===== src/spsc_consts.svh =====
`ifndef SPSC_CONSTS_SVH
`define SPSC_CONSTS_SVH

// ----------------------------------------------------------------
// Widths
// ----------------------------------------------------------------
`define SPSC_DIV_W      8
`define SPSC_LEN_W      9
`define SPSC_WORD_W     8
`define SPSC_BIT_W      3
`define SPSC_LAST_BIT   3'h7

// ----------------------------------------------------------------
// Mode codes and required settings
// ----------------------------------------------------------------
`define SPSC_STOP_LOW   2'h2
`define SPSC_STOP_FULL  2'h3
`define SPSC_SLV_SRC    1'h1
`define SPSC_SLV_DIV    8'h01

// ----------------------------------------------------------------
// Timing: CPU clock period in ns, phase counts in CPU clock cycles
// ----------------------------------------------------------------
`define SPSC_CPU_NS     4
`define SPSC_MIN_PHASE  9'h001

`endif


===== src/spsc_pkg.sv =====
`include "spsc_consts.svh"

package spsc_pkg;

  // --------------------------------------------------------------
  // Configuration bits
  // --------------------------------------------------------------
  typedef struct packed {
    logic [1:0]              clock_stop_select;
    logic                    tx_clock_polarity;
    logic [`SPSC_DIV_W-1:0]  clock_divider_value;
    logic                    clock_source_select;
    logic                    rx_sync_polarity;
    logic                    tx_sync_polarity;
    logic                    tx_clock_direction;
    logic                    tx_sync_direction;
    logic                    rx_clock_direction;
    logic                    rx_sync_direction;
    logic [1:0]              bus_clock_divide_field;
  } spsc_cfg_t;

  // --------------------------------------------------------------
  // Master sequencer
  // --------------------------------------------------------------
  typedef enum logic [1:0] {
    M_IDLE,
    M_LEAD,
    M_SHIFT,
    M_TAIL
  } spsc_mst_state_t;

endpackage : spsc_pkg


===== src/spsc_clkgen.sv =====
`timescale 1ns/10ps
`include "spsc_consts.svh"

module spsc_clkgen
  import spsc_pkg::*;
(
  // Clock and reset
  input  wire logic                    clk,
  input  wire logic                    rst,
  // Control
  input  wire logic                    run,
  input  wire logic [`SPSC_DIV_W-1:0]  div,
  // Bit clock and edge marks
  output logic                         sclk,
  output logic                         rise,
  output logic                         fall,
  // Phase lengths
  output logic [`SPSC_LEN_W-1:0]       lo_len,
  output logic [`SPSC_LEN_W-1:0]       hi_len,
  output logic [`SPSC_LEN_W-1:0]       tot_len
);

  logic [`SPSC_LEN_W-1:0] cnt;
  logic [`SPSC_LEN_W-1:0] next_cnt;
  logic [`SPSC_LEN_W-1:0] lo_raw;
  logic                   next_sclk;
  logic                   next_rise;
  logic                   next_fall;

  // ----------------------------------------------------------------
  // Phase lengths
  // ----------------------------------------------------------------
  always_comb
  begin
    tot_len = {1'b0, div} + `SPSC_MIN_PHASE;
    lo_raw  = tot_len >> 1;
    hi_len  = tot_len - lo_raw;
    // A zero divider cannot make half-cycle phases
    lo_len  = (lo_raw == '0) ? `SPSC_MIN_PHASE : lo_raw;
  end

  // ----------------------------------------------------------------
  // Phase counter
  // ----------------------------------------------------------------
  always_comb
  begin
    next_cnt  = cnt + `SPSC_MIN_PHASE;
    next_sclk = sclk;
    next_rise = 1'b0;
    next_fall = 1'b0;
    if (!run)
    begin
      next_cnt  = '0;
      next_sclk = 1'b0;
    end
    else if (!sclk && next_cnt == lo_len)
    begin
      next_cnt  = '0;
      next_sclk = 1'b1;
      next_rise = 1'b1;
    end
    else if (sclk && next_cnt == hi_len)
    begin
      next_cnt  = '0;
      next_sclk = 1'b0;
      next_fall = 1'b1;
    end
  end

  always_ff @(posedge clk)
  begin
    if (rst)
    begin
      cnt  <= '0;
      sclk <= 1'b0;
      rise <= 1'b0;
      fall <= 1'b0;
    end
    else
    begin
      cnt  <= next_cnt;
      sclk <= next_sclk;
      rise <= next_rise;
      fall <= next_fall;
    end
  end

  // ----------------------------------------------------------------
  // Checks
  // ----------------------------------------------------------------
  logic [`SPSC_LEN_W-1:0] mon_len;
  logic [`SPSC_LEN_W-1:0] mon_hi;
  logic                   mon_prev;

  always_ff @(posedge clk)
  begin
    if (rst)
    begin
      mon_len  <= '0;
      mon_hi   <= '0;
      mon_prev <= 1'b0;
    end
    else
    begin
      mon_prev <= sclk;
      // Idle time before a word must not count as low phase
      if (!run)
        mon_len <= '0;
      else
        mon_len <= (sclk != mon_prev) ? `SPSC_MIN_PHASE
                                       : mon_len + `SPSC_MIN_PHASE;
      if (!sclk && mon_prev)
        mon_hi <= mon_len;
    end
  end

  a_low_width: assert property (@(posedge clk) disable iff (rst)
    rise |-> mon_len == lo_len)
    else $error("bit clock low phase has the wrong length");

  a_high_width: assert property (@(posedge clk) disable iff (rst)
    fall |-> mon_len == hi_len)
    else $error("bit clock high phase has the wrong length");

  a_clock_period: assert property (@(posedge clk) disable iff (rst)
    rise && mon_hi != '0 && $past(run, 2) && div[0]
      |-> mon_len + mon_hi == tot_len)
    else $error("bit clock period differs from divider plus one");

endmodule : spsc_clkgen


===== src/spsc_shifter.sv =====
`timescale 1ns/10ps
`include "spsc_consts.svh"

module spsc_shifter
  import spsc_pkg::*;
(
  // Clock and reset
  input  wire logic                     clk,
  input  wire logic                     rst,
  // Strobes
  input  wire logic                     load,
  input  wire logic                     shift,
  input  wire logic                     sample,
  // Data
  input  wire logic [`SPSC_WORD_W-1:0]  tx_word,
  input  wire logic                     din,
  output logic                          dout,
  output logic [`SPSC_WORD_W-1:0]       rx_word,
  output logic                          rx_done
);

  logic [`SPSC_WORD_W-1:0] tx_sh;
  logic [`SPSC_WORD_W-1:0] rx_sh;
  logic [`SPSC_BIT_W-1:0]  nbit;
  logic [`SPSC_WORD_W-1:0] next_tx_sh;
  logic [`SPSC_WORD_W-1:0] next_rx_sh;
  logic [`SPSC_WORD_W-1:0] next_rx_word;
  logic [`SPSC_BIT_W-1:0]  next_nbit;
  logic                    next_dout;
  logic                    next_rx_done;

  // ----------------------------------------------------------------
  // Most significant bit first both ways
  // ----------------------------------------------------------------
  always_comb
  begin
    next_tx_sh   = tx_sh;
    next_rx_sh   = rx_sh;
    next_rx_word = rx_word;
    next_nbit    = nbit;
    next_dout    = dout;
    next_rx_done = 1'b0;
    if (load)
    begin
      next_tx_sh = tx_word;
      next_dout  = tx_word[`SPSC_WORD_W-1];
      next_nbit  = '0;
    end
    else if (shift)
    begin
      next_tx_sh = {tx_sh[`SPSC_WORD_W-2:0], 1'b0};
      next_dout  = tx_sh[`SPSC_WORD_W-2];
    end
    if (sample)
    begin
      next_rx_sh = {rx_sh[`SPSC_WORD_W-2:0], din};
      next_nbit  = nbit + 3'h1;
      if (nbit == `SPSC_LAST_BIT)
      begin
        next_rx_word = next_rx_sh;
        next_rx_done = 1'b1;
      end
    end
  end

  always_ff @(posedge clk)
  begin
    if (rst)
    begin
      tx_sh   <= '0;
      rx_sh   <= '0;
      rx_word <= '0;
      nbit    <= '0;
      dout    <= 1'b0;
      rx_done <= 1'b0;
    end
    else
    begin
      tx_sh   <= next_tx_sh;
      rx_sh   <= next_rx_sh;
      rx_word <= next_rx_word;
      nbit    <= next_nbit;
      dout    <= next_dout;
      rx_done <= next_rx_done;
    end
  end

endmodule : spsc_shifter


===== src/spsc_top.sv =====
`timescale 1ns/10ps
`include "spsc_consts.svh"

module spsc_top
  import spsc_pkg::*;
(
  // Clock and reset
  input  wire logic                     clk,
  input  wire logic                     rst,
  // Configuration
  input  wire spsc_cfg_t                cfg,
  // Transmit word
  input  wire logic                     tx_valid,
  input  wire logic [`SPSC_WORD_W-1:0]  tx_data,
  output logic                          tx_ready,
  // Receive word
  output logic                          rx_valid,
  output logic [`SPSC_WORD_W-1:0]       rx_data,
  // Status
  output logic                          cfg_error,
  output logic                          busy,
  // Bit clock pin
  input  wire logic                     serial_tx_clock_pin_i,
  output logic                          serial_tx_clock_pin_o,
  output logic                          serial_tx_clock_pin_oe_n,
  // Frame sync pins
  input  wire logic                     tx_frame_sync_pin_i,
  output logic                          tx_frame_sync_pin_o,
  output logic                          tx_frame_sync_pin_oe_n,
  input  wire logic                     rx_frame_sync_pin_i,
  // Data pins
  output logic                          serial_data_out_pin_o,
  output logic                          serial_data_out_pin_oe_n,
  input  wire logic                     serial_data_in_pin_i
);

  spsc_mst_state_t         state;
  spsc_mst_state_t         next_state;
  logic [`SPSC_LEN_W-1:0]  timer;
  logic [`SPSC_LEN_W-1:0]  next_timer;
  logic [`SPSC_BIT_W-1:0]  fcnt;
  logic [`SPSC_BIT_W-1:0]  next_fcnt;
  logic [`SPSC_WORD_W-1:0] hold;
  logic [`SPSC_WORD_W-1:0] next_hold;
  logic                    hold_full;
  logic                    next_hold_full;
  logic                    slv_sel;
  logic                    next_slv_sel;
  logic                    sck_q;
  logic                    next_cfg_error;
  logic                    next_busy;
  logic                    next_fs_o;
  logic                    next_ck_oe_n;
  logic                    next_dout_oe_n;
  logic                    mst;
  logic                    m10;
  logic                    rise_ev;
  logic                    fall_ev;
  logic                    last_fall;
  logic                    in_frame;
  logic                    sel_act;
  logic                    rx_act;
  logic                    run_gen;
  logic                    sh_load;
  logic                    sh_shift;
  logic                    sh_sample;
  logic                    sh_done;
  logic [`SPSC_WORD_W-1:0] sh_word;
  logic [`SPSC_WORD_W-1:0] load_word;
  logic                    gen_rise;
  logic                    gen_fall;
  logic [`SPSC_LEN_W-1:0]  lo_len;
  logic [`SPSC_LEN_W-1:0]  hi_len;
  logic [`SPSC_LEN_W-1:0]  tot_len;

  // ----------------------------------------------------------------
  // Bit clock and shift register
  // ----------------------------------------------------------------
  // Runs straight on the CPU clock; bus divide never enters
  spsc_clkgen u_clkgen (
    .clk     (clk),
    .rst     (rst),
    .run     (run_gen),
    .div     (cfg.clock_divider_value),
    .sclk    (serial_tx_clock_pin_o),
    .rise    (gen_rise),
    .fall    (gen_fall),
    .lo_len  (lo_len),
    .hi_len  (hi_len),
    .tot_len (tot_len)
  );

  assign load_word = hold_full ? hold : '0;

  spsc_shifter u_shifter (
    .clk     (clk),
    .rst     (rst),
    .load    (sh_load),
    .shift   (sh_shift),
    .sample  (sh_sample),
    .tx_word (load_word),
    .din     (serial_data_in_pin_i),
    .dout    (serial_data_out_pin_o),
    .rx_word (sh_word),
    .rx_done (sh_done)
  );

  // ----------------------------------------------------------------
  // Role, mode and edge events
  // ----------------------------------------------------------------
  always_comb
  begin
    mst     = cfg.tx_clock_direction;
    m10     = cfg.clock_stop_select == `SPSC_STOP_LOW;
    // Active-low selects are turned active-high here
    sel_act = tx_frame_sync_pin_i ^ cfg.tx_sync_polarity;
    rx_act  = rx_frame_sync_pin_i ^ cfg.rx_sync_polarity;
    if (mst)
    begin
      rise_ev  = gen_rise;
      fall_ev  = gen_fall;
      in_frame = state == M_SHIFT;
    end
    else
    begin
      rise_ev  = serial_tx_clock_pin_i && !sck_q;
      fall_ev  = !serial_tx_clock_pin_i && sck_q;
      in_frame = slv_sel;
    end
    last_fall = fall_ev && fcnt == `SPSC_LAST_BIT;
    // Mode must be clock stop, polarity zero
    next_cfg_error = !cfg.clock_stop_select[1] || cfg.tx_clock_polarity;
    if (mst)
      next_cfg_error = next_cfg_error || !cfg.tx_sync_direction
                       || cfg.rx_clock_direction
                       || cfg.rx_sync_direction;
    else
      next_cfg_error = next_cfg_error || cfg.tx_sync_direction
                       || cfg.rx_clock_direction
                       || cfg.rx_sync_direction
                       || cfg.clock_source_select != `SPSC_SLV_SRC
                       || cfg.clock_divider_value != `SPSC_SLV_DIV;
  end

  // ----------------------------------------------------------------
  // Sequencing
  // ----------------------------------------------------------------
  always_comb
  begin
    next_state     = state;
    next_timer     = timer;
    next_fcnt      = fcnt;
    next_hold      = hold;
    next_hold_full = hold_full;
    next_slv_sel   = slv_sel;
    sh_load        = 1'b0;
    sh_shift       = 1'b0;
    sh_sample      = 1'b0;
    // Stop on the last fall so no stray rise follows
    run_gen        = in_frame && mst && !last_fall;
    if (tx_valid && tx_ready)
    begin
      next_hold      = tx_data;
      next_hold_full = 1'b1;
    end
    if (in_frame)
    begin
      if (fall_ev)
        next_fcnt = fcnt + 3'h1;
      if (m10)
      begin
        if (rise_ev && fcnt == '0)
          sh_load = mst;
        else if (rise_ev)
          sh_shift = 1'b1;
        sh_sample = fall_ev;
      end
      else
      begin
        sh_sample = rise_ev;
        sh_shift  = fall_ev && !last_fall;
      end
      if (!mst)
        sh_sample = sh_sample && rx_act;
    end
    if (mst || cfg_error)
      next_slv_sel = 1'b0;
    else if (sel_act && !slv_sel)
    begin
      // Underrun sends zeros rather than stalling the master
      next_slv_sel   = 1'b1;
      next_fcnt      = '0;
      sh_load        = 1'b1;
      next_hold_full = 1'b0;
    end
    else if (!sel_act)
      next_slv_sel = 1'b0;
    unique case (state)
      M_IDLE:
      begin
        if (mst && !cfg_error && hold_full)
        begin
          next_fcnt      = '0;
          next_timer     = hi_len;
          next_state     = m10 ? M_SHIFT : M_LEAD;
        end
      end
      M_LEAD:
      begin
        next_timer = timer - `SPSC_MIN_PHASE;
        if (timer == `SPSC_MIN_PHASE)
        begin
          sh_load    = 1'b1;
          next_state = M_SHIFT;
        end
      end
      M_SHIFT:
      begin
        if (last_fall)
        begin
          next_timer = (m10 ? tot_len : lo_len) - `SPSC_MIN_PHASE;
          next_state = (next_timer == '0) ? M_IDLE : M_TAIL;
        end
      end
      M_TAIL:
      begin
        next_timer = timer - `SPSC_MIN_PHASE;
        if (timer == `SPSC_MIN_PHASE)
          next_state = M_IDLE;
      end
    endcase
    // Hold stays full until the shifter has the word, or zeros go out
    if (mst && sh_load)
      next_hold_full = 1'b0;
    if (!mst && state != M_IDLE)
      next_state = M_IDLE;
    next_fs_o      = (next_state != M_IDLE) ^ cfg.tx_sync_polarity;
    next_ck_oe_n   = !mst || next_cfg_error;
    next_dout_oe_n = mst ? next_state == M_IDLE : !next_slv_sel;
    next_busy      = next_state != M_IDLE || next_slv_sel;
  end

  always_ff @(posedge clk)
  begin
    if (rst)
    begin
      state                    <= M_IDLE;
      timer                    <= '0;
      fcnt                     <= '0;
      hold                     <= '0;
      hold_full                <= 1'b0;
      slv_sel                  <= 1'b0;
      sck_q                    <= 1'b0;
      tx_ready                 <= 1'b0;
      rx_valid                 <= 1'b0;
      rx_data                  <= '0;
      cfg_error                <= 1'b0;
      busy                     <= 1'b0;
      tx_frame_sync_pin_o      <= 1'b0;
      serial_tx_clock_pin_oe_n <= 1'b1;
      tx_frame_sync_pin_oe_n   <= 1'b1;
      serial_data_out_pin_oe_n <= 1'b1;
    end
    else
    begin
      state                    <= next_state;
      timer                    <= next_timer;
      fcnt                     <= next_fcnt;
      hold                     <= next_hold;
      hold_full                <= next_hold_full;
      slv_sel                  <= next_slv_sel;
      sck_q                    <= serial_tx_clock_pin_i;
      tx_ready                 <= !next_hold_full;
      rx_valid                 <= sh_done;
      rx_data                  <= sh_word;
      cfg_error                <= next_cfg_error;
      busy                     <= next_busy;
      tx_frame_sync_pin_o      <= next_fs_o;
      serial_tx_clock_pin_oe_n <= next_ck_oe_n;
      tx_frame_sync_pin_oe_n   <= next_ck_oe_n;
      serial_data_out_pin_oe_n <= next_dout_oe_n;
    end
  end

  // ----------------------------------------------------------------
  // Checks
  // ----------------------------------------------------------------
  logic [`SPSC_LEN_W-1:0] sel_age;
  logic [`SPSC_LEN_W-1:0] since_fall;

  always_ff @(posedge clk)
  begin
    if (rst)
    begin
      sel_age    <= '0;
      since_fall <= '0;
    end
    else
    begin
      sel_age    <= (state == M_IDLE) ? '0 : sel_age + 9'h001;
      since_fall <= gen_fall ? 9'h001 : since_fall + 9'h001;
    end
  end

  a_lead_low: assert property (@(posedge clk) disable iff (rst)
    mst && m10 && gen_rise && fcnt == '0 |-> sel_age == lo_len)
    else $error("mode 10b select lead is not one low phase");

  a_lead_full: assert property (@(posedge clk) disable iff (rst)
    mst && !m10 && gen_rise && fcnt == '0 |-> sel_age == tot_len)
    else $error("mode 11b select lead is not one period");

  a_tail_hold: assert property (@(posedge clk) disable iff (rst)
    mst && $past(mst) && $changed(state) && state == M_IDLE
      && $past(state) != M_LEAD
      |-> since_fall == (m10 ? tot_len : lo_len))
    else $error("select hold after the last fall is wrong");

  a_idle_clock: assert property (@(posedge clk) disable iff (rst)
    state == M_IDLE ##1 state == M_IDLE |-> !serial_tx_clock_pin_o)
    else $error("bit clock not idle low between words");

  a_launch_edge: assert property (@(posedge clk) disable iff (rst)
    mst && state == M_SHIFT && $past(state) == M_SHIFT
      && $changed(serial_data_out_pin_o)
      |-> $past(m10 ? gen_rise : gen_fall))
    else $error("master data changed away from its launch edge");

  a_slave_release: assert property (@(posedge clk) disable iff (rst)
    !mst && !cfg_error && !sel_act |=> serial_data_out_pin_oe_n)
    else $error("slave kept driving data after select went away");

  a_fs_invert: assert property (@(posedge clk) disable iff (rst)
    mst && cfg.tx_sync_polarity && $past(busy) && busy
      |-> !tx_frame_sync_pin_o)
    else $error("active-low slave enable not low during a word");

  a_slave_cfg: assert property (@(posedge clk) disable iff (rst)
    !mst && slv_sel |-> cfg.clock_divider_value == `SPSC_SLV_DIV
      || cfg_error || $past(cfg_error))
    else $error("slave running with a divider other than one");

endmodule : spsc_top


===== config.mk =====
export PLATFORM = sky130hd
export DESIGN_NAME = spsc_top
export DESIGN_NICKNAME = d
export VERILOG_FILES = /design/src/spsc_pkg.sv /design/src/spsc_clkgen.sv /design/src/spsc_shifter.sv /design/src/spsc_top.sv
export VERILOG_INCLUDE_DIRS = /design/src
export SDC_FILE = /design/constraint.sdc
export NUM_CORES = 1
export LEC_CHECK = 0
export ABC_CLOCK_PERIOD_IN_PS = 4750
export BUFFER_PORTS_ARGS = -buffer_cell sky130_fd_sc_hd__buf_2
export CAP_MARGIN = 20
export CORE_MARGIN = 5
export CORE_UTILIZATION = 51
export CTS_CLUSTER_DIAMETER = 100
export CTS_CLUSTER_SIZE = 24
export DETAILED_ROUTE_END_ITERATION = 6
export PLACE_DENSITY = 0.71
export SYNTH_ARGS = -nofsm -noshare
export SYNTH_HDL_FRONTEND = slang
export SYNTH_SLANG_ARGS = --single-unit

===== constraint.sdc =====
create_clock -name clk -period 4.75 [get_ports clk]
set_input_delay 0.2375 -clock clk [delete_from_list [all_inputs] [get_ports clk]]
set_output_delay 0.2375 -clock clk [all_outputs]
set_load 0.05 [all_outputs]

== Word level (Yosys, flattened, before mapping) ==
Cells that the tools add are included.
Cells by class
  add/sub/neg operators: 7
  equal/unequal tests: 12
  multiplexer cells: 58
  bitwise gates (word level): 6
  reduce and logical (&&, ||, !) cells: 56
Operators by type and width (number)
  1-bit two-way mux: 34
  9-bit two-way mux: 3
  9-bit one-hot mux with 3 select lines: 1
  3-bit two-way mux: 8
  9-bit equality test: 2
  9-bit zero test: 2
  9-bit by 1-bit subtractor with 9-bit output, second input constant: 2
  1-bit logical AND: 16
  8-bit two-way mux: 2
  2-bit two-way mux: 7
  7-bit two-way mux: 2
  1-bit logical OR: 12
  1-bit zero test: 11
  2-bit nonzero test: 5
  8-bit by 1-bit adder with 9-bit output, second input constant: 1
  9-bit by 1-bit adder with 9-bit output, second input constant: 1
  9-bit by 1-bit equality test with 1-bit output, second input constant: 1
  9-bit by 8-bit subtractor with 9-bit output: 1
  8-bit by 1-bit inequality test with 1-bit output, second input constant: 1
  2-bit one-hot mux with 4 select lines: 1
  3-bit by 1-bit adder with 3-bit output, second input constant: 2
  2-bit equality test, second input constant: 3
  3-bit equality test, second input constant: 2
  2-bit OR reduction: 3
  other kinds (9): 16
Storage, ports and cells
  bits in registers: 79
  bits of input ports: 35
  output and inout bits: 18

== Depth between registers and ports, before layout ==
  depth after elaboration: 14
  depth in mapped cells: 21
  gate-level depth less buffers: 17

== Hierarchy ==
A second synthesis with hierarchy kept.
Second synthesis, totals
  cells, all modules: 651
  area total of the unflattened synthesis: 5380.2 um^2
Modules (own cells, without submodules)
  spsc_top: instances 1, cells an instance 305, area each 2454.9 um^2, seq. area each 800.8 um^2
  spsc_clkgen: instances 1, cells an instance 233, area each 1796.7 um^2, seq. area each 240.2 um^2
  spsc_shifter: instances 1, cells an instance 113, area each 1128.6 um^2, seq. area each 540.5 um^2

== Least setup slack after synthesis ==
OpenSTA, ideal clock, no wires.
  path type: input -> register
  start point: in cfg[11] in the netlist's numbering
  end point: reg timer[6]
  setup time: 103 ps
  data arrival time: 3636 ps
  required time: 4647 ps
  slack: 1011 ps
  stages on the path: 21
  buffers on the path: 4
  cell sequence: buf_4 -> and3_1 -> buf_2 -> a21boi_1 -> or2_1 -> clkbuf_1 -> inv_1 -> ha_1 -> and4_1 -> clkbuf_1 -> nor2_1 -> a21boi_0 -> inv_1 -> ha_1 -> o21ai_1 -> nor2_1 -> and3_1 -> a221oi_1 -> mux2i_1 -> o221a_2 -> a2111oi_2
On the way
  longest elaborated chain between the ends: 7
RTL lines
  from (decl): line spsc_top.sv:11  | input wire spsc_cfg_t cfg,
  8-bit by 1-bit adder with 9-bit output (no line) (*)
  9-bit zero test: line spsc_clkgen.sv:39  | lo_len = (lo_raw == '0) ? `SPSC_MIN_PHASE : lo_raw;
  8-bit two-way mux: line spsc_clkgen.sv:39
  9-bit two-way mux: line spsc_top.sv:221  | next_timer = (m10 ? tot_len : lo_len) - `SPSC_MIN_PHASE;
  9-bit by 1-bit subtractor with 9-bit output (no line)
  9-bit two-way mux: line spsc_top.sv:219  | if (last_fall)
  9-bit one-hot mux with 3 select lines (*): line spsc_top.sv:198  | unique case (state)
  to (signal assigned): line spsc_top.sv:267  | timer <= next_timer;
  to (decl): line spsc_top.sv:39  | logic [`SPSC_LEN_W-1:0] timer;
Mark *: on every way between the ends. The rest lies on a longest branch, timed or not. The select of a mux whose other input is x is not followed.
A chain may end at the register's enable or synchronous reset.

== Worst setup path in the final report ==
  start point: in cfg[9] in the netlist's numbering
  end point: reg state[1]
On the way
  longest elaborated chain between the ends: 10
RTL lines
  8-bit by 1-bit adder with 9-bit output (no line) (*)
  9-bit zero test: line spsc_clkgen.sv:39
  8-bit two-way mux: line spsc_clkgen.sv:39
  9-bit two-way mux (*): line spsc_top.sv:221
  9-bit by 1-bit subtractor with 9-bit output (no line) (*)
  9-bit zero test (*): line spsc_top.sv:222  | next_state = (next_timer == '0) ? M_IDLE : M_TAIL;
  2-bit two-way mux (*): line spsc_top.sv:222
  2-bit two-way mux (*): line spsc_top.sv:219
  2-bit one-hot mux with 4 select lines (*): line spsc_top.sv:198
  2-bit two-way mux (*): line spsc_top.sv:235  | if (!mst && state != M_IDLE)
  to (signal assigned): line spsc_top.sv:266  | state <= next_state;
  to (decl): line spsc_top.sv:37  | spsc_mst_state_t state;
Mark *: on every way between the ends. The rest lies on a longest branch, timed or not.

==> run_results.csv <==
group,metric,value,unit
status,status,"complete, no violations",
critical_path,crit_arrival,4.29,ns
global_route,grt_pass1_vias,3992,
yosys,synth_edf_count,0,
run,drv_cap,0,
placement,postPlaceCellArea,5150,um^2
placement,dp_hpwl,8.33,mm
clocking,clk_latency,0.36,ns
yosys,synth_cell_types,72,
critical_path,critical_path.top_delay_family,"simple AND/OR/NAND/NOR gates",
yosys,synthCells,582,
sta,rsz0062_at_grt,"false",
clocking,cts_buffers,9,
critical_path,required,4.99,ns
sta,relSlewSlack,0.379,
yosys,ys_seq_area_frac,0.325,
yosys,synth_nets,642,
critical_path,end_kind,"flip-flop",
cells_and_area,final_cell_mix,"79 x dfxtp_1, 75 x nor2_1, 50 x buf_2",
critical_path,cp_num_buf_inv,3,
cells_and_area,layout_commonest_cell,"dfxtp_1",
sta,worst_pin_slew,0.930,ns
sta,fin_tns_setup,0,ns
clocking,cts_tree,"yes",
clocking,cts_root_buf,"clkbuf_8",
floorplan,die_w,108,um
cells_and_area,drive_above_1_share,0.141,
yosys,ys_top_cells_by_area,"dfxtp_1 32%, ha_1 6.2%, nor2_1 5.8%",
clocking,cts_resized,0,
sta,setup_violations,0,
clocking,clock_path_buffers,2,
cells_and_area,layout.nets,673,
cells_and_area,fin_area,5330,um^2
critical_path,critPathLaunchType,"primary input",
global_route,antenna_found_initial,0,
yosys,ys_ff_latch,79,
clocking,post_cts_buffers,0,
drt,drt_wl_total,11.2,mm
global_route,overflow,0,
power_and_ir_drop,pwr_density_cell,275,nW/um^2
floorplan,die_h,108,um
clocking,clk_pin_slew,0.08,ns
critical_path,r2r-start,"state[1]",
drt,avgViaCountPerCell,5.77,
critical_path,reg2reg_to,"u_shifter.rx_word[7]",
yosys,synth_area_per_cell,8.36,um^2
drt,vias,4304,
drt,firstDrtPassIters,5,
critical_path,critPathMaxStageDelay,0.43,ns
worst_hold_path,worstHoldPathCells,3,
worst_hold_path,holdPathEnd,"tx_frame_sync_pin_oe_n",
global_route,grt_max_degree,36,
drt,first_iter_violations,229,
critical_path,path_cells,"buf_2 > ha_1 > nand3_1 > xnor2_2 > inv_2 > ha_1 > and4_1 > nor2_1 > a21boi_0 > inv_1 > ha_1 > o21ai_1 > nor2_1 > a211oi_1 > and4_1 > nand4_1 > o21ai_1 > o21ai_0",
sta,clock.fmax,247,MHz
drt,drc,0,
global_route,grt_pass1_wl,18.5,mm
sta,hold_slack,0.0848,ns
sta,skew,0.00906,ns
floorplan,core_region_area,9280,um^2
yosys,synth-async-reset-ratio,0,
yosys,synth_top_area_frac,0.325,
sta,fin_crit_sh,0.853,
critical_path,crit_top_cell,"ha_1",
cells_and_area,diodes,0,
clocking,hold_buffers,0,
sta,slew_violations,0,
critical_path,r2r_cells,6,
floorplan,start_util,0.524,
floorplan,die_area,11600,um^2
clocking,cts_num_sinks,79,
yosys,yosysTopAreaCell,"dfxtp_1",
global_route,grt_usage,0.194,
clocking,htreeDepth,3,
floorplan,io_pins,53,
floorplan,num_rows,35,
power_and_ir_drop,power.leakage,2.25,nW
critical_path,path_max_fanout,13,
sta,hold_viol,0,
cells_and_area,area_delta_synth_final,9.46,%
yosys,yosysWarnings,0,
power_and_ir_drop,peakVddDrop,161,uV
critical_path,crit_slowest_cell,"ha_1",
critical_path,r2r_slack,1.89,ns
worst_hold_path,hold_class,"in -> reg",
worst_hold_path,hp-start,"cfg[3]",
yosys,syn-cell-area,4870,um^2
placement,numPortBuffers,50,
drt,detail_route.wl_per_cell,15.0,um
drt,ant_nets,0,
critical_path,crit_type,"in -> reg",
placement,routabilityCongestion,0.848,
sta,min_period,4.05,ns
yosys,synthFlopType,"dfxtp_1",
[final cells by class]
cell class	count	area, um^2
fill	876	3960
clock buffer	11	131
timing repair buffer	54	280
multi-input combinational	450	3050
clock inverter	4	47.5
sequential	79	1580
tap	129	161
inverter	19	71.3
[worst reg2reg max path: stages (launching register included)]
cell and delay (ns):
dfxtp_1 0.94, nor2b_1 0.32, nand2_1 0.14, o21ai_0 0.16, nand4_1 0.43, nor2_1 0.59
o22a_1 0.23
[Yosys cell counts, drive strengths merged (6+ instances only)]
cell type and n:
nand2b 7, dfxtp 79, and3 7, o22a 8, nor3 10, xor2 14, clkbuf 20, a211oi 6
inv 19, mux2i 21, ha 24, nand3 24, nand2 46, o21ai 26, nor2 75, nand4 8
or3 9, buf 14, nor2b 19, xnor2 24, a21oi 26, a31oi 14
[power breakdown]
group / switching, W / leakage [nW] / internal [W]
clock network: 0.000239 / 0.0892 / 0.000239
registers: 0.0000144 / 0.639 / 0.000674
logic: 0.000181 / 1.53 / 0.000116
total: 0.000434 / 2.25 / 0.00103
[sequential cells by signal (all words and copies together), names as in the netlist, 2 cells and up]
name               flops
u_shifter.rx_word      8
u_shifter.rx_sh        7
state                  2
hold                   8
u_clkgen.cnt           9
rx_data                8
u_shifter.nbit         3
fcnt                   3
timer                  9
u_shifter.tx_sh        7
[per-stage QoR]
| stage | power [W] | worst slack (ns) | utilization | instances |
|---|---|---|---|---|
| after floorplan | 0.000925 | 1.01 | - | 582 |
| after global placement | 0.000990 | 0.509 | 0.555 | 731 |
| after detailed placement | 0.000997 | 0.388 | 0.555 | 731 |
| after CTS | 0.00147 | 0.762 | 0.574 | 746 |
| after global routing | 0.00153 | 0.222 | 0.574 | 746 |
| final | 0.00146 | 0.696 | 0.574 | 746 |
[kinds of logic after synthesis]
family / share of synthesized area
AOI/OAI and AO/OA: 0.186
xor gates and xnor gates: 0.0869
adders and majority gates: 0.0658
buffers and inverters: 0.0476
DFF: 0.325
muxes: 0.0455
and+or+nand+nor: 0.243
[worst max-delay path by stage]
stage / from / to / slack (ns) / depth (start not counted)
6_report: cfg[9] / state[1] / 0.70 / 18
3_3_place_gp: cfg[9] / state[1] / 0.51 / 18
2_1_floorplan: cfg[11] / timer[6] / 1.01 / 21
3_5_place_dp: cfg[9] / state[1] / 0.39 / 18
5_1_grt: cfg[9] / state[1] / 0.22 / 18
4_1_cts: cfg[9] / state[1] / 0.76 / 18
[routing by layer]
layer,track usage,share of wire,vias up
met4,0.0667,0.020,0
met2,0.303,0.45,123
met5,0,0,-
met1,0.272,0.48,2022
met3,0.0312,0.050,22
li1,-,-,2137
No activity file was read; power rests on OpenSTA's default activity.
